**src/core/part_pkg.sv**
```systemverilog
// Package with constants and carriers of the auto-reload pulse timer
package part_pkg;
    localparam int PART_CHANNELS = 4;
    localparam int PART_CAPTURES = 2;
    localparam int PART_PRESCALE_BITS = 7;
    localparam logic [7:0] PART_COUNT_RESET = 8'h00;
    localparam logic [7:0] PART_COUNT_TOP = 8'hFF;
    localparam logic [6:0] PART_PRESCALE_RESET = 7'h00;
    localparam logic [7:0] PART_REG_RESET = 8'h00;
    localparam int PART_SYNC_STAGES = 2;

    typedef struct packed {
        logic clock_source_select;
        logic [2:0] prescaler_tap_select;
        logic counter_run_enable;
        logic overflow_irq_enable;
    } part_control_type;

    typedef struct packed {
        logic [3:0] pulse_output_enable;
        logic [3:0] pulse_output_polarity;
    } part_pulse_control_type;

    typedef struct packed {
        logic [1:0] capture_edge_select;
        logic [1:0] capture_irq_enable;
    } part_capture_control_type;
endpackage

```
**src/core/part_sync.sv**
```systemverilog
// Two-flop synchroniser for pin inputs
`timescale 1ns/1ps
module part_sync #(
    parameter int WIDTH = 1
) (
    input wire logic clk,
    input wire logic rst_b,
    input wire logic [WIDTH-1:0] async_in,
    output logic [WIDTH-1:0] sync_out
);
    import part_pkg::*;
    logic [WIDTH-1:0] stage_one;
    logic [WIDTH-1:0] next_stage_one;
    logic [WIDTH-1:0] next_sync_out;

    always_comb begin
        next_stage_one = async_in;
        next_sync_out = stage_one;
    end

    always_ff @(posedge clk or negedge rst_b) begin
        if (!rst_b) begin
            stage_one <= '0;
            sync_out <= '0;
        end else begin
            stage_one <= next_stage_one;
            sync_out <= next_sync_out;
        end
    end
endmodule

```
**src/core/part_capture.sv**
```systemverilog
// One input-capture channel with edge select and read-locked latch
`timescale 1ns/1ps
module part_capture (
    input wire logic clk,
    input wire logic rst_n_sync,
    input wire logic pin_sync,
    input wire logic capture_edge_select,
    input wire logic [7:0] count,
    input wire logic capture_read,
    output logic [7:0] capture_value_reg,
    output logic capture_flag,
    output logic edge_seen
);
    import part_pkg::*;
    logic pin_last;
    logic next_pin_last;
    logic [7:0] next_capture_value_reg;
    logic next_capture_flag;

    always_comb begin
        next_pin_last = pin_sync;
        // Falling when select is zero, rising when one
        edge_seen = capture_edge_select ? (pin_sync && !pin_last)
                                        : (!pin_sync && pin_last);
        next_capture_value_reg = capture_value_reg;
        next_capture_flag = capture_flag;
        if (capture_read) begin
            next_capture_flag = 1'b0;
        end
        // Locked while flag is set; a new edge on the read cycle wins
        if (edge_seen && (!capture_flag || capture_read)) begin
            next_capture_value_reg = count;
            next_capture_flag = 1'b1;
        end
    end

    always_ff @(posedge clk or negedge rst_n_sync) begin
        if (!rst_n_sync) begin
            pin_last <= 1'b0;
            capture_value_reg <= PART_REG_RESET;
            capture_flag <= 1'b0;
        end else begin
            pin_last <= next_pin_last;
            capture_value_reg <= next_capture_value_reg;
            capture_flag <= next_capture_flag;
        end
    end
endmodule

```
**src/core/part_timer.sv**
```systemverilog
// Top of the eight-bit auto-reload pulse timer
`timescale 1ns/1ps
module part_timer #(
    parameter int CHANNELS = part_pkg::PART_CHANNELS
) (
    input wire logic clk,
    input wire logic rst_b,
    input wire part_pkg::part_control_type timer_control_status_reg,
    input wire logic force_reload,
    input wire logic status_read,
    input wire logic [7:0] counter_access_wdata,
    input wire logic counter_access_write,
    input wire logic [7:0] auto_reload_value_reg,
    input wire part_pkg::part_pulse_control_type pulse_output_control_reg,
    input wire logic [CHANNELS*8-1:0] duty_cycle_reg,
    input wire part_pkg::part_capture_control_type capture_control_status_reg,
    input wire logic [1:0] capture_read,
    input wire logic deep_stop,
    input wire logic external_count_clock,
    input wire logic [1:0] capture_input_pin,
    output logic [7:0] counter_access_reg,
    output logic [7:0] status_rdata,
    output logic [7:0] capture_status_rdata,
    output logic [15:0] capture_value_reg,
    output logic overflow_flag,
    output logic overflow_irq,
    output logic capture_irq,
    output logic wake_up,
    output logic [CHANNELS-1:0] pulse_output_pin,
    output logic [CHANNELS-1:0] pulse_output_pin_oe
);
    import part_pkg::*;

    ////////////////////////////////////////////////////////////////////////
    // Reset release and pin synchronisers
    logic [1:0] rst_pipe;
    logic rst_n_sync;
    logic ext_sync;
    logic [1:0] cap_sync;

    always_ff @(posedge clk or negedge rst_b) begin
        if (!rst_b) begin
            rst_pipe <= 2'b00;
        end else begin
            rst_pipe <= {rst_pipe[0], 1'b1};
        end
    end
    assign rst_n_sync = rst_pipe[1];

    part_sync #(.WIDTH(3)) u_sync (
        .clk(clk),
        .rst_b(rst_n_sync),
        .async_in({external_count_clock, capture_input_pin}),
        .sync_out({ext_sync, cap_sync})
    );

    ////////////////////////////////////////////////////////////////////////
    // Prescaler input and counter
    logic ext_last;
    logic next_ext_last;
    logic input_tick;
    logic [6:0] prescale;
    logic [6:0] next_prescale;
    logic [6:0] prescale_inc;
    logic count_tick;
    logic [7:0] count;
    logic [7:0] next_count;
    logic overflow;
    logic reload_now;
    logic next_overflow_flag;
    logic [2:0] tap;

    assign tap = timer_control_status_reg.prescaler_tap_select;

    always_comb begin
        next_ext_last = ext_sync;
        // CPU clock ticks every cycle, external clock on its rising edge
        input_tick = timer_control_status_reg.clock_source_select
                     ? (ext_sync && !ext_last) : 1'b1;
        prescale_inc = prescale + 7'h01;
        // Tap n fires when the low n prescaler bits wrap to zero
        if (tap == 3'h0) begin
            count_tick = input_tick;
        end else begin
            count_tick = input_tick &&
                ((prescale_inc & ((7'h01 << tap) - 7'h01)) == 7'h00);
        end
        count_tick = count_tick && timer_control_status_reg.counter_run_enable;
        reload_now = force_reload &&
                     timer_control_status_reg.counter_run_enable;
        overflow = count_tick && (count == PART_COUNT_TOP);
        next_prescale = prescale;
        next_count = count;
        if (timer_control_status_reg.counter_run_enable && input_tick) begin
            next_prescale = prescale_inc;
        end
        if (count_tick) begin
            if (overflow) begin
                next_count = auto_reload_value_reg;
            end else begin
                next_count = count + 8'h01;
            end
        end
        if (counter_access_write) begin
            next_count = counter_access_wdata;
            next_prescale = PART_PRESCALE_RESET;
        end else if (reload_now) begin
            next_count = auto_reload_value_reg;
            next_prescale = PART_PRESCALE_RESET;
        end
        next_overflow_flag = overflow_flag;
        if (status_read) begin
            next_overflow_flag = 1'b0;
        end
        if (overflow) begin
            next_overflow_flag = 1'b1;
        end
    end

    always_ff @(posedge clk or negedge rst_n_sync) begin
        if (!rst_n_sync) begin
            ext_last <= 1'b0;
            prescale <= PART_PRESCALE_RESET;
            count <= PART_COUNT_RESET;
            overflow_flag <= 1'b0;
        end else begin
            ext_last <= next_ext_last;
            prescale <= next_prescale;
            count <= next_count;
            overflow_flag <= next_overflow_flag;
        end
    end

    ////////////////////////////////////////////////////////////////////////
    // Pulse channels with hidden compare registers
    logic [CHANNELS-1:0] phase;
    logic [CHANNELS-1:0] next_phase;
    logic [7:0] hidden_compare_reg [CHANNELS];
    logic [7:0] next_hidden_compare_reg [CHANNELS];
    logic [CHANNELS-1:0] next_pin;
    logic [CHANNELS-1:0] next_pin_oe;

    genvar ch;
    generate
        for (ch = 0; ch < CHANNELS; ch++) begin : g_chan
            always_comb begin
                next_hidden_compare_reg[ch] = hidden_compare_reg[ch];
                next_phase[ch] = phase[ch];
                if (overflow) begin
                    next_hidden_compare_reg[ch] =
                        duty_cycle_reg[ch*8 +: 8];
                    next_phase[ch] = 1'b0;
                end else if (count_tick &&
                             count == hidden_compare_reg[ch]) begin
                    next_phase[ch] = 1'b1;
                end
                // Polarity acts at once; halted output holds its level
                next_pin[ch] = deep_stop ? pulse_output_pin[ch]
                    : (phase[ch] ^ !pulse_output_control_reg
                        .pulse_output_polarity[ch]);
                next_pin_oe[ch] =
                    pulse_output_control_reg.pulse_output_enable[ch];
            end

            always_ff @(posedge clk or negedge rst_n_sync) begin
                if (!rst_n_sync) begin
                    hidden_compare_reg[ch] <= PART_REG_RESET;
                    phase[ch] <= 1'b0;
                    pulse_output_pin[ch] <= 1'b0;
                    pulse_output_pin_oe[ch] <= 1'b0;
                end else begin
                    hidden_compare_reg[ch] <= next_hidden_compare_reg[ch];
                    phase[ch] <= next_phase[ch];
                    pulse_output_pin[ch] <= next_pin[ch] &&
                        next_pin_oe[ch];
                    pulse_output_pin_oe[ch] <= next_pin_oe[ch];
                end
            end
        end
    endgenerate

    ////////////////////////////////////////////////////////////////////////
    // Capture channels
    logic [1:0] cap_flag;
    logic [1:0] cap_edge;

    genvar cc;
    generate
        for (cc = 0; cc < PART_CAPTURES; cc++) begin : g_cap
            part_capture u_cap (
                .clk(clk),
                .rst_n_sync(rst_n_sync),
                .pin_sync(cap_sync[cc]),
                .capture_edge_select(
                    capture_control_status_reg.capture_edge_select[cc]),
                .count(count),
                .capture_read(capture_read[cc]),
                .capture_value_reg(capture_value_reg[cc*8 +: 8]),
                .capture_flag(cap_flag[cc]),
                .edge_seen(cap_edge[cc])
            );
        end
    endgenerate

    ////////////////////////////////////////////////////////////////////////
    // Status and interrupt outputs
    logic [1:0] cie;
    assign cie = capture_control_status_reg.capture_irq_enable;

    always_comb begin
        // Force reload reads as zero
        status_rdata = {timer_control_status_reg.clock_source_select,
                        tap,
                        timer_control_status_reg.counter_run_enable,
                        1'b0,
                        timer_control_status_reg.overflow_irq_enable,
                        overflow_flag};
        capture_status_rdata = {2'b00,
                                capture_control_status_reg
                                    .capture_edge_select,
                                cie, cap_flag};
        counter_access_reg = count;
        overflow_irq = overflow_flag &&
                       timer_control_status_reg.overflow_irq_enable;
        capture_irq = |(cap_flag & cie);
        wake_up = deep_stop && (|(cap_edge & cie));
    end
endmodule

```
**config.mk**
```make
export PLATFORM = sky130hd
export DESIGN_NAME = part_timer
export DESIGN_NICKNAME = d
export VERILOG_FILES = /design/src/core/part_pkg.sv /design/src/core/part_sync.sv /design/src/core/part_capture.sv /design/src/core/part_timer.sv
export SDC_FILE = /design/constraint.sdc
export NUM_CORES = 1
export LEC_CHECK = 0
export ABC_AREA = 1
export BUFFER_PORTS_ARGS = -buffer_cell sky130_fd_sc_hd__buf_2
export CORE_ASPECT_RATIO = 0.6
export CORE_MARGIN = 2
export CORE_UTILIZATION = 50
export DETAILED_ROUTE_END_ITERATION = 10
export MAX_ROUTING_LAYER = met4
export PLACE_DENSITY = 0.88
export SLEW_MARGIN = 40
export SYNTH_ARGS = -nofsm -noshare
export SYNTH_HDL_FRONTEND = slang
export SYNTH_HIERARCHICAL = 1
export SYNTH_SLANG_ARGS = --single-unit
export TNS_END_PERCENT = 1
```
**constraint.sdc**
```tcl
create_clock -name clk -period 3.21 [get_ports clk]
set_input_delay 0.1605 -clock clk [delete_from_list [all_inputs] [get_ports clk]]
set_output_delay 0.1605 -clock clk [all_outputs]
set_load 0.1 [all_outputs]
```
---- Yosys cells after proc, flatten, opt, wreduce, memory -nomap -nowiden ----
Cells that the tools add are included.
storage, ports and cells
  flip-flop bits (word level) ............. 89
  logic and storage cells ................. 122
operators by class
  $add $sub $neg .......................... 3
  equal/unequal tests ..................... 5
  shift operators ......................... 1
  multiplexer cells ....................... 29
  bitwise gates (word level) .............. 7
  reduce and logical (&&, ||, !) cells .... 48
operators by type and width
  operator               count
  $eq A8 B8 Y1           4
  $mux W8                4
  $logic_and A1 B1 Y1    22
  $mux W1                22
  $mux W7                3
  $reduce_bool A2 Y1     7
  $logic_not A1 Y1       11
  $add A8 B1 Y8 const B  1
  $eq A8 B8 Y1 const B   1
  $add A7 B1 Y7 const B  1
  $and A7 B7 Y7          1
  $logic_not A7 Y1       1
  $shl A1 B3 Y7 const A  1
  $sub A7 B1 Y7 const B  1
  $reduce_bool A3 Y1     2
  $and A2 B2 Y2          2
  $reduce_or A2 Y1       2
  $xor A1 B1 Y1          4
  $logic_not A3 Y1       1
  $logic_or A1 B1 Y1     2

---- Longest topological paths before layout ----
Gate-level depths: netlist of the first run.
  word-level depth ........................ 12
  depth in mapped cells ................... 18
  mapped depth without buffers ............ 16

---- Cells and area by module ----
Netlist of the first run, hierarchy kept.
by module, submodules not included
  module        instances  cells each  area an instance (µm²)  sequential area each (µm²)
  part_timer    1          382         3583.4                  1576.5
  part_capture  2          44          417.9                   250.2
  part_sync     1          6           150.1                   150.1

---- Worst setup path after synthesis of the first run ----
Ideal clock, no wire load.
  path kind ............................... register to register
  start ................................... register count[4], in the netlist counter_access_reg[4]
  end ..................................... register hidden_compare_reg[10] (netlist bit)
  library setup time ...................... 0.125 ns
  arrival time ............................ 2.326 ns
  required time ........................... 3.085 ns
  path slack .............................. 0.759 ns
  cell stages (with the launch flop) ...... 9
  cell sequence ........................... dfrtp_1 buf_2 nand2_1 nor2_1 nand2_1 nor2_1 nand3_4 buf_6 mux2_4
on the way
  word-level cells in the longest chain between the ends .. 2
RTL lines
  item                             RTL line           RTL
  from (decl)                      part_timer.sv:66   logic [7:0] count;
  from (signal assigned)           part_timer.sv:129  count <= next_count;
  $eq A8 B8 Y1                     part_timer.sv:91   overflow = count_tick && (count == PART_COUNT_TOP);
  $logic_and A1 B1 Y1              part_timer.sv:91
  to (signal, indexed assignment)  part_timer.sv:172  hidden_compare_reg[ch] <= next_hidden_compare_reg[ch];
  to (decl)                        part_timer.sv:138  logic [7:0] hidden_compare_reg [CHANNELS];
No other way between the ends.
A chain may end at the register's enable or synchronous reset.

---- Worst setup path in the final report of the first run ----
  start ................................... register count[0], in the netlist counter_access_reg[0]
  end ..................................... register hidden_compare_reg[5] (netlist bit)
Same word-level chain as after synthesis.

==> results of run 1 <==
worst paths after layout:
check                           cells past startpoint  slack (ps)                      to
max in group asynchronous                           1        2150  hidden_compare_reg[28]
worst max-delay path                                8         540   hidden_compare_reg[5]
worst min-delay path                                2          20           overflow_flag
min in group asynchronous                           2         130             rst_pipe[1]
worst min register to register                      0         300             prescale[1]
worst max register to register                      8         540   hidden_compare_reg[5]
metrics by stage:
stage / utilization, % / std cells / total power, mW
detailed placement: 59.90 / 693 / 2.544
floorplan: - / 478 / 2.301
finish: 64.15 / 717 / 3.548
CTS: 64.15 / 717 / 3.576
global route: 64.15 / 717 / 3.702
global placement: 59.90 / 693 / 2.524
timing repair:
item,CTS,global route
hold buffers,8,0
buffers inserted,0,0
hold endpoints to repair,9,0
cell usage after synthesis:
master / count
o21bai_1: 5
ha_1: 3
o22ai_1: 2
xor2_1: 30
o21ai_1: 1
buf_6: 3
nand4_1: 6
nand3_4: 1
inv_2: 1
clkbuf_1: 6
nor3_1: 3
buf_4: 15
nor2_1: 32
nand2_2: 4
nand2_1: 104
nor4_1: 6
nand3_1: 42
a21oi_1: 7
o31ai_1: 1
or2_2: 4
mux2_4: 28
o21ai_0: 16
nand3b_1: 1
nor2_2: 1
conb_1: 2
buf_2: 4
nand2_4: 4
xnor2_1: 8
inv_1: 38
dfrtp_1: 89
nand3_2: 4
mux2_2: 4
a22o_1: 1
kinds of logic (layout without fill, tap and decap cells):
kind of cell    Yosys count  after routing  share of synthesized area [%]
mux                      32             32                          10.19
fa+ha+maj                 3              3                         0.8216
flops                    89             89                          48.74
other cells               2              4                         0.1644
buf+inv                  67            194                          7.338
compound gates           33             33                          4.080
simple gates            212            212                          21.39
xor+xnor                 38             38                          7.284
routing by layer:
layer / routed length (µm) / share of wire [%]
met3: 808 / 7.3
met4: 141 / 1.3
met1: 5301 / 48
met2: 4873 / 44
met5: 0 / 0
worst max-delay path, stage by stage (launching register included):
cell	delay, ps
dfrtp_1	720
ha_1	300
nand2_1	80
nor2_1	110
nand2_1	80
nor2_1	180
nand3_4	390
buf_4	370
mux2_4	310
cell type report:
cell class,count,area share [%]
multi-input cells,322,36.16
flip-flops and latches,89,40.04
repair buffers,139,13.47
clock buffers,11,4.177
inverters,39,2.627
well taps,112,2.515
clock inverters,5,1.011
power groups by stage:
stage | registers, mW | logic, mW | clock network, mW
after floorplan | 1.91 | 0.393 | 0
after global placement | 1.37 | 1.16 | 0
after detailed placement | 1.37 | 1.18 | 0
after CTS | 1.35 | 1.19 | 1.04
after global routing | 1.36 | 1.25 | 1.09
final | 1.35 | 1.19 | 1.01
==> impl_results.md, run 1 <==
- Initial Util: 52.61%
- CP max FO: 30
- M2 GR Usage: 35.83%
- DRT Pass-1 Iters: 6
- Cells after synthesis: 476
- FILL cells: 716
- Detail Placement HPWL: 8310 µm
- CTS Buffer Depth: 2
- Vias after detailed routing: 3,679
- Post_cts resized: 0
- DRT iter0 DRCs: 204
- Initial antenna violation count: 0
- Critical R2R Launch: counter_access_reg[0]
- Die width: 127.4 µm
- Static Leak: 3.108 nW
- Most common cell after layout, fill and taps aside: buf_2
- Drt drc: 0
- Arrival @ worst endpoint: 2890 ps
- Design Area, Final: 5572 µm²
- Hold Vio Cnt, Final: 0
- Gr busiest metal: met2
- Boundary Pins: 129
- Placed Area: 5202 µm²
- Worst-Margin Slew: 591.7 ps
- Setup_tns: 0 ps
- Crit end category: flop
- Die Height: 78.05 µm
- Sequential share of the synthesized area: 48.74%
- Switching power: 1.478 mW
- Pre-CTS setup slack: 600.6 ps
- TritonCTS clock tree: done
- Register Area: 2231 µm²
- ANT nets after route: 0
- Synth top area cells: dfrtp_1 (49%), mux2_4 (9.2%), nand2_1 (8.5%)
- GRT met1 Usage: 32.12%
- Max-cap viol count: 0
- Switching Fraction: 41.66%
- Detailed Route WL: 11,120 µm
- Global placer's final weighted congestion: 0.9748
- Rows: 26
- Worst-path clk slew: 60 ps
- Worst min path class: in -> reg
- Final min period: 2671 ps
- Cell-internal power: 2.070 mW
- Setup ws final: 539.0 ps
- Endpoints failing setup: 0
- Layout area overhead: 21.93%
- Synthesis-stage register bit count: 89
- All-Layer GR Usage: 23.91%
- PD cells: 636.9 nW/µm²
- Core box area: 8686 µm²
- Sequential power share: 38.0%
- First-pass GRT wire length: 17,820 µm
- RSZ-0062 raised after global routing: false
- Clock skew: 3.838 ps
- Total gr overflow: 0
- Syn. warnings: 6
- Pins Over Slew Limit: 0
- CTS buffer count: 9
- Max rail drop VDD: 0.0003765 V
- Critical Path RT: 3430 ps
- Post-Syn Area: 4569 µm²
- # H-tree levels: 3
- CP startpoint: counter_access_reg[0]
- Synth area leader: dfrtp_1
- Distinct cells, synth: 33
- Multi-input logic area: 2014 µm²
- Fin crit share: 83.21%
- Post-Syn Area per Cell: 9.600 µm²
- Layout cells sized above 1: 32.56%
- Setup crit start kind: flop
- Clk sinks: 89
- Top cell type's share of synthesized area: 48.74%
- FMAX: 0.3744 GHz
- Hold Path Origin: status_read
- Die area: 9945 µm²
- Number of global-route vias before repair: 3,514
- Status: finished clean
- Clock power share: 28.5%
- Port bufs: 125
- Total Nets Final: 680
- Slew headroom: 60.55%
- Root buf cell: clkbuf_16
- Comb pwr share: 33.5%
- Clock Latency Late Sink: 340 ps
- Most frequent cells in the layout: buf_2 (125), nand2_1 (104), dfrtp_1 (88), nand3_1 (42), inv_1 (38)
- Routed WL per cell: 15.51 µm
- N_diodes: 0
- Hold slack: 21.04 ps
- GR Util met3: 7.089%
- Max reg flops: 32
- Crit Path Class: reg -> reg
- Largest net degree at the start of global routing: 39
- Via density per instance: 5.131
No activity file was read; power rests on OpenSTA's default activity.
==> run 2, diff against run 1 <==
Clock period 3.21 ns to 2.7 ns, I/O delays scaled along.
==> impl_results.md, run 2 (same netlist as run 1, synthesis figures left out) <==
- Placed insts: 697
- Die width: 127.4 µm
- Setup crit start kind: flop
- Hold Vio Cnt, Final: 0
- Number of global-route vias before repair: 3,698
- Via density per instance: 5.154
- RSZ-0062 raised after global routing: false
- Total gr overflow: 0
- Clk sinks: 89
- CP cell instances: ha_1 > nand2_1 > nor2_1 > nor2_1 > nor2_1 > nor2_1 > nor2_1 > nand2_1 > nand2_2 > nand3_4 > nand2_1 > nand2_1 > nand3_1 > nand2_1 > nand2_1
- CTS buffer count: 9
- Boundary Pins: 129
- Family with the most delay on the worst path: simple AND/OR/NAND/NOR gates
- Fin crit share: 88.05%
- FMAX: 0.4207 GHz
- Endpoints failing setup: 0
- Detail Placement HPWL: 8636 µm
- Crit end category: flop
- Rows: 26
- Drt drc: 0
- Post_cts resized: 0
- Setup_tns: 0 ps
- Crit Path Class: reg -> reg
- Max rail drop VDD: 0.0004082 V
- FILL cells: 691
- DRT iter0 DRCs: 276
- Most common cell after layout, fill and taps aside: buf_2
- ANT nets after route: 0
- Critical path's largest stage delay: 430 ps
- CTS Buffer Depth: 2
- Static Leak: 3.150 nW
- Buf+Inv Stages, Crit Path: 0
- Pins Over Slew Limit: 0
- TritonCTS clock tree: done
- Worst min path class: in -> reg
- Clock skew: 5.958 ps
- Max reg flops: 32
- Final min period: 2377 ps
- Initial Util: 52.61%
- Pre-CTS setup slack: 356.8 ps
- Arrival @ worst endpoint: 2650 ps
- N_diodes: 0
- Layout cells sized above 1: 33.11%
- Die area: 9945 µm²
- Global placer's final weighted congestion: 0.8817
- Status: finished clean
- Layout area overhead: 23.33%
- Clock Latency Late Sink: 340 ps
- Critical Path RT: 2980 ps
- Total Nets Final: 685
- DRT Pass-1 Iters: 5
- Worst-path clk slew: 60 ps
- Pwr Total: 4.254 mW
- Largest net degree at the start of global routing: 56
- Final Non-Filler Cells: 722
- PD cells: 754.9 nW/µm²
- Initial antenna violation count: 0
- Setup ws final: 322.7 ps
- Die Height: 78.05 µm
- Max-cap viol count: 0
- CP max FO: 16
- Port bufs: 125
- Vias after detailed routing: 3,721
- Detailed Route WL: 11,360 µm
- Register Area: 2231 µm²
- Multi-input logic area: 2014 µm²
- Routed WL per cell: 15.73 µm
- Most frequent cells in the layout: buf_2 (125), nand2_1 (104), dfrtp_1 (88), nand3_1 (42), inv_1 (38)
- Core box area: 8686 µm²
- All-Layer GR Usage: 24.33%
- Most frequent CP cell: nand2_1
- # H-tree levels: 3
- First-pass GRT wire length: 18,280 µm
- Max stage delay cell, worst path: dfrtp_1
- Root buf cell: clkbuf_16
==> run 2: cell types whose count changed in the layout (fill, tap and decap cells not counted) <==
| cell | previous run | this run |
|---|---|---|
| buf_12 | 0 | 2 |
| buf_4 | 6 | 8 |
| dlygate4sd3_1 | 8 | 9 |
| clkinvlp_4 | 1 | 0 |
| clkinv_2 | 2 | 4 |
| clkbuf_1 | 2 | 1 |
==> run 2: worst reg2reg max path: cells and delay by family, from the launching register on <==
family                   cells  cell delay, ps
adder cells (fa/ha/maj)      1             260
flip-flops                   1             430
AND/OR/NAND/NOR             14            1630
==> run 2: worst paths after layout <==
path                                           to              start  slack (ps)  depth (start not counted)
setup / recovery            counter_access_reg[7]        prescale[0]         320                         15
hold / removal             hidden_compare_reg[29]  duty_cycle_reg[5]          30                          2
setup reg to reg            counter_access_reg[7]        prescale[0]         320                         15
hold reg to reg             hidden_compare_reg[3]        rst_pipe[1]         280                          0
max in group asynchronous     pulse_output_pin[2]        rst_pipe[1]        1790                          1
min in group asynchronous             rst_pipe[1]              rst_b         120                          2
==> run 2: routing by layer <==
| layer | track usage (%) | wire [µm] | vias up |
|---|---|---|---|
| li1 | - | - | 1778 |
| met1 | 33.56 | 5180 | 1733 |
| met5 | - | 0 | - |
| met4 | 7.692 | 193 | 0 |
| met2 | 36.20 | 5129 | 183 |
| met3 | 5.453 | 855 | 27 |
==> run 2: per-stage QoR <==
step                      utilization [%]  hold slack (ps)  instance area [µm²]
after floorplan                         -           -160.6                 4577
after global placement              60.53           -78.21                 5258
after detailed placement            60.53           -76.93                 5258
after CTS                           64.88            15.64                 5635
after global routing                64.88            13.69                 5635
final                               64.88            26.25                 5635
==> run 2: report_power, final <==
group / switching (mW) / total, mW / internal [mW]
clock network: 0.489 / 1.20 / 0.711
logic: 1.20 / 1.51 / 0.314
registers: 0.0858 / 1.54 / 1.46
total: 1.77 / 4.25 / 2.48
==> run 2: timing repair <==
action                                 CTS  global route
buffers inserted                         0             0
endpoints found under the hold margin   10             0
hold buffers                             9             0
==> run 2: cell type report <==
class	count	area share, %
multi-input combinational	322	35.75
clock buffer	10	4.063
clock inverter	6	1.044
tap	112	2.487
sequential	89	39.59
timing repair buffer	144	14.48
inverter	39	2.598
==> run 3, diff against run 2 <==
Settings changed: CORE_UTILIZATION 50 to 52, PLACE_DENSITY 0.88 to 0.91.
==> impl_results.md, run 3 (same netlist as run 1, synthesis figures left out) <==
- Status: finished clean
- Pwr Total: 4.472 mW
- Critical R2R Launch: prescale[0]
- CP max FO: 30
- Port bufs: 125
- Switching Fraction: 40.18%
- DRT iter0 DRCs: 319
- Crit Path Class: reg -> reg
- First-pass GRT wire length: 18,400 µm
- Crit end category: flop
- Worst-path clk slew: 60 ps
- Fin crit share: 87.11%
- Total Nets Final: 685
- Max rail drop VDD: 0.0004936 V
- Clock power share: 31.5%
- Via density per instance: 5.305
- CP cell instances: ha_1 > nand2_1 > nor2_1 > nor2_1 > nor2_1 > nor2_1 > nor2_1 > nand2_1 > nand2_2 > nand3_4 > buf_12 > mux2_4
- Routed WL per cell: 15.98 µm
- Total gr overflow: 0
- Setup_tns: 0 ps
- Critical Path RT: 2920 ps
- Hold slack: 23.14 ps
- Placed insts: 697
- Final min period: 2352 ps
- Rows: 26
- Clk sinks: 89
- Max stage delay cell, worst path: dfrtp_1
- Placed Area: 5258 µm²
- TritonCTS clock tree: done
- Most frequent cells in the layout: buf_2 (125), nand2_1 (104), dfrtp_1 (88), nand3_1 (42), inv_1 (38)
- GR Util met3: 7.093%
- Boundary Pins: 129
- M2 GR Usage: 39.89%
- Switching power: 1.797 mW
- Die Height: 76.61 µm
- CTS buffer count: 9
- Max reg flops: 32
- Hold Path Origin: duty_cycle_reg[20]
- # H-tree levels: 3
- Arrival @ worst endpoint: 2570 ps
- Endpoints failing setup: 0
- Sequential power share: 34.6%
- Die width: 125.0 µm
- Gr busiest metal: met2
- Clock Latency Late Sink: 340 ps
- Buf+Inv Stages, Crit Path: 1
- Detail Placement HPWL: 8557 µm
- Vias after detailed routing: 3,830
- RSZ-0062 raised after global routing: false
- Most common cell after layout, fill and taps aside: buf_2
- Layout cells sized above 1: 32.95%
- Util after Layout: 66.69%
- Number of global-route vias before repair: 3,753
- Layout area overhead: 24.40%
- Pins Over Slew Limit: 0
- Worst hold path depth: 2
- Comb pwr share: 33.9%
- Die area: 9578 µm²
- Global placer's final weighted congestion: 0.9392
- Cell-internal power: 2.675 mW
- Initial Util: 53.61%
- Static Leak: 3.168 nW
- Largest net degree at the start of global routing: 54
- ANT nets after route: 0
- All-Layer GR Usage: 25.21%
- Final Non-Filler Cells: 722
- Critical path's largest stage delay: 440 ps
- Worst min path class: in -> reg
- Root buf cell: clkbuf_16
- WHS Endpoint: hidden_compare_reg[12]
- Setup crit start kind: flop
- DRT Pass-1 Iters: 5
- Reg2Reg Setup Slack: 350 ps
- Worst-case reg-to-reg path depth: 12
- Detailed Route WL: 11,540 µm
- PD cells: 786.8 nW/µm²
- Worst reg2reg endpoint: hidden_compare_reg[18]
- Max-cap viol count: 0
- Pre-CTS setup slack: 347.1 ps
- Initial antenna violation count: 0
- CTS Buffer Depth: 2
- Setup ws final: 348.1 ps
- Design Area, Final: 5684 µm²
- Most frequent CP cell: nor2_1
- Clock skew: 5.644 ps
- FMAX: 0.4252 GHz
- Core box area: 8523 µm²
- Drt drc: 0
- Family with the most delay on the worst path: simple AND/OR/NAND/NOR gates
- N_diodes: 0
- Hold Vio Cnt, Final: 0
- GRT met1 Usage: 32.44%
-- run 3: cell types whose count changed in the layout (fill, tap and decap cells not counted) --
cell,delta
bufinv_16,+2
clkinv_2,-3
clkbuf_1,+1
-- run 3: cell type report --
type                    instances  area [µm²]
inverters                      39       146.4
clock buffers                  11       232.7
multi-input cells             322        2014
flip-flops and latches         89        2231
clock inverters                 5       103.9
well taps                     112       140.1
fillers                       670        2839
repair buffers                144       815.8
-- run 3: what timing repair did --
action                                 CTS  global route
resized for setup                        0             0
hold buffers                             9             0
endpoints found under the hold margin   10             0
buffers inserted                         0             0
-- run 3: layer usage --
layer	vias up	share of wire (%)	routed length [µm]
met5	-	0	0
met4	0	1.3	146
met3	17	8.3	955
met2	208	46	5326
met1	1815	44	5112
li1	1790	-	-
-- run 3: how the worst max path moves through the flow --
stage                                      startpoint                      to  slack, ps  cells after the start
after global routing                      prescale[0]   counter_access_reg[4]        120                     14
final                                     prescale[0]  hidden_compare_reg[18]        350                     12
after global placement                    prescale[0]   hidden_compare_reg[0]        420                     12
after CTS                                 prescale[0]   hidden_compare_reg[0]        360                     12
after detailed placement  timer_control_status_reg[3]   hidden_compare_reg[4]        350                     13
after floorplan                           rst_pipe[1]   counter_access_reg[0]         40                      0
-- run 3: power by group through the flow --
| stage | combinational [mW] | sequential (mW) | clock [mW] |
|---|---|---|---|
| after floorplan | 0.467 | 2.27 | 0 |
| after global routing | 1.58 | 1.56 | 1.49 |
| final | 1.51 | 1.55 | 1.41 |
| after detailed placement | 1.50 | 1.57 | 0 |
| after global placement | 1.47 | 1.56 | 0 |
| after CTS | 1.51 | 1.55 | 1.43 |
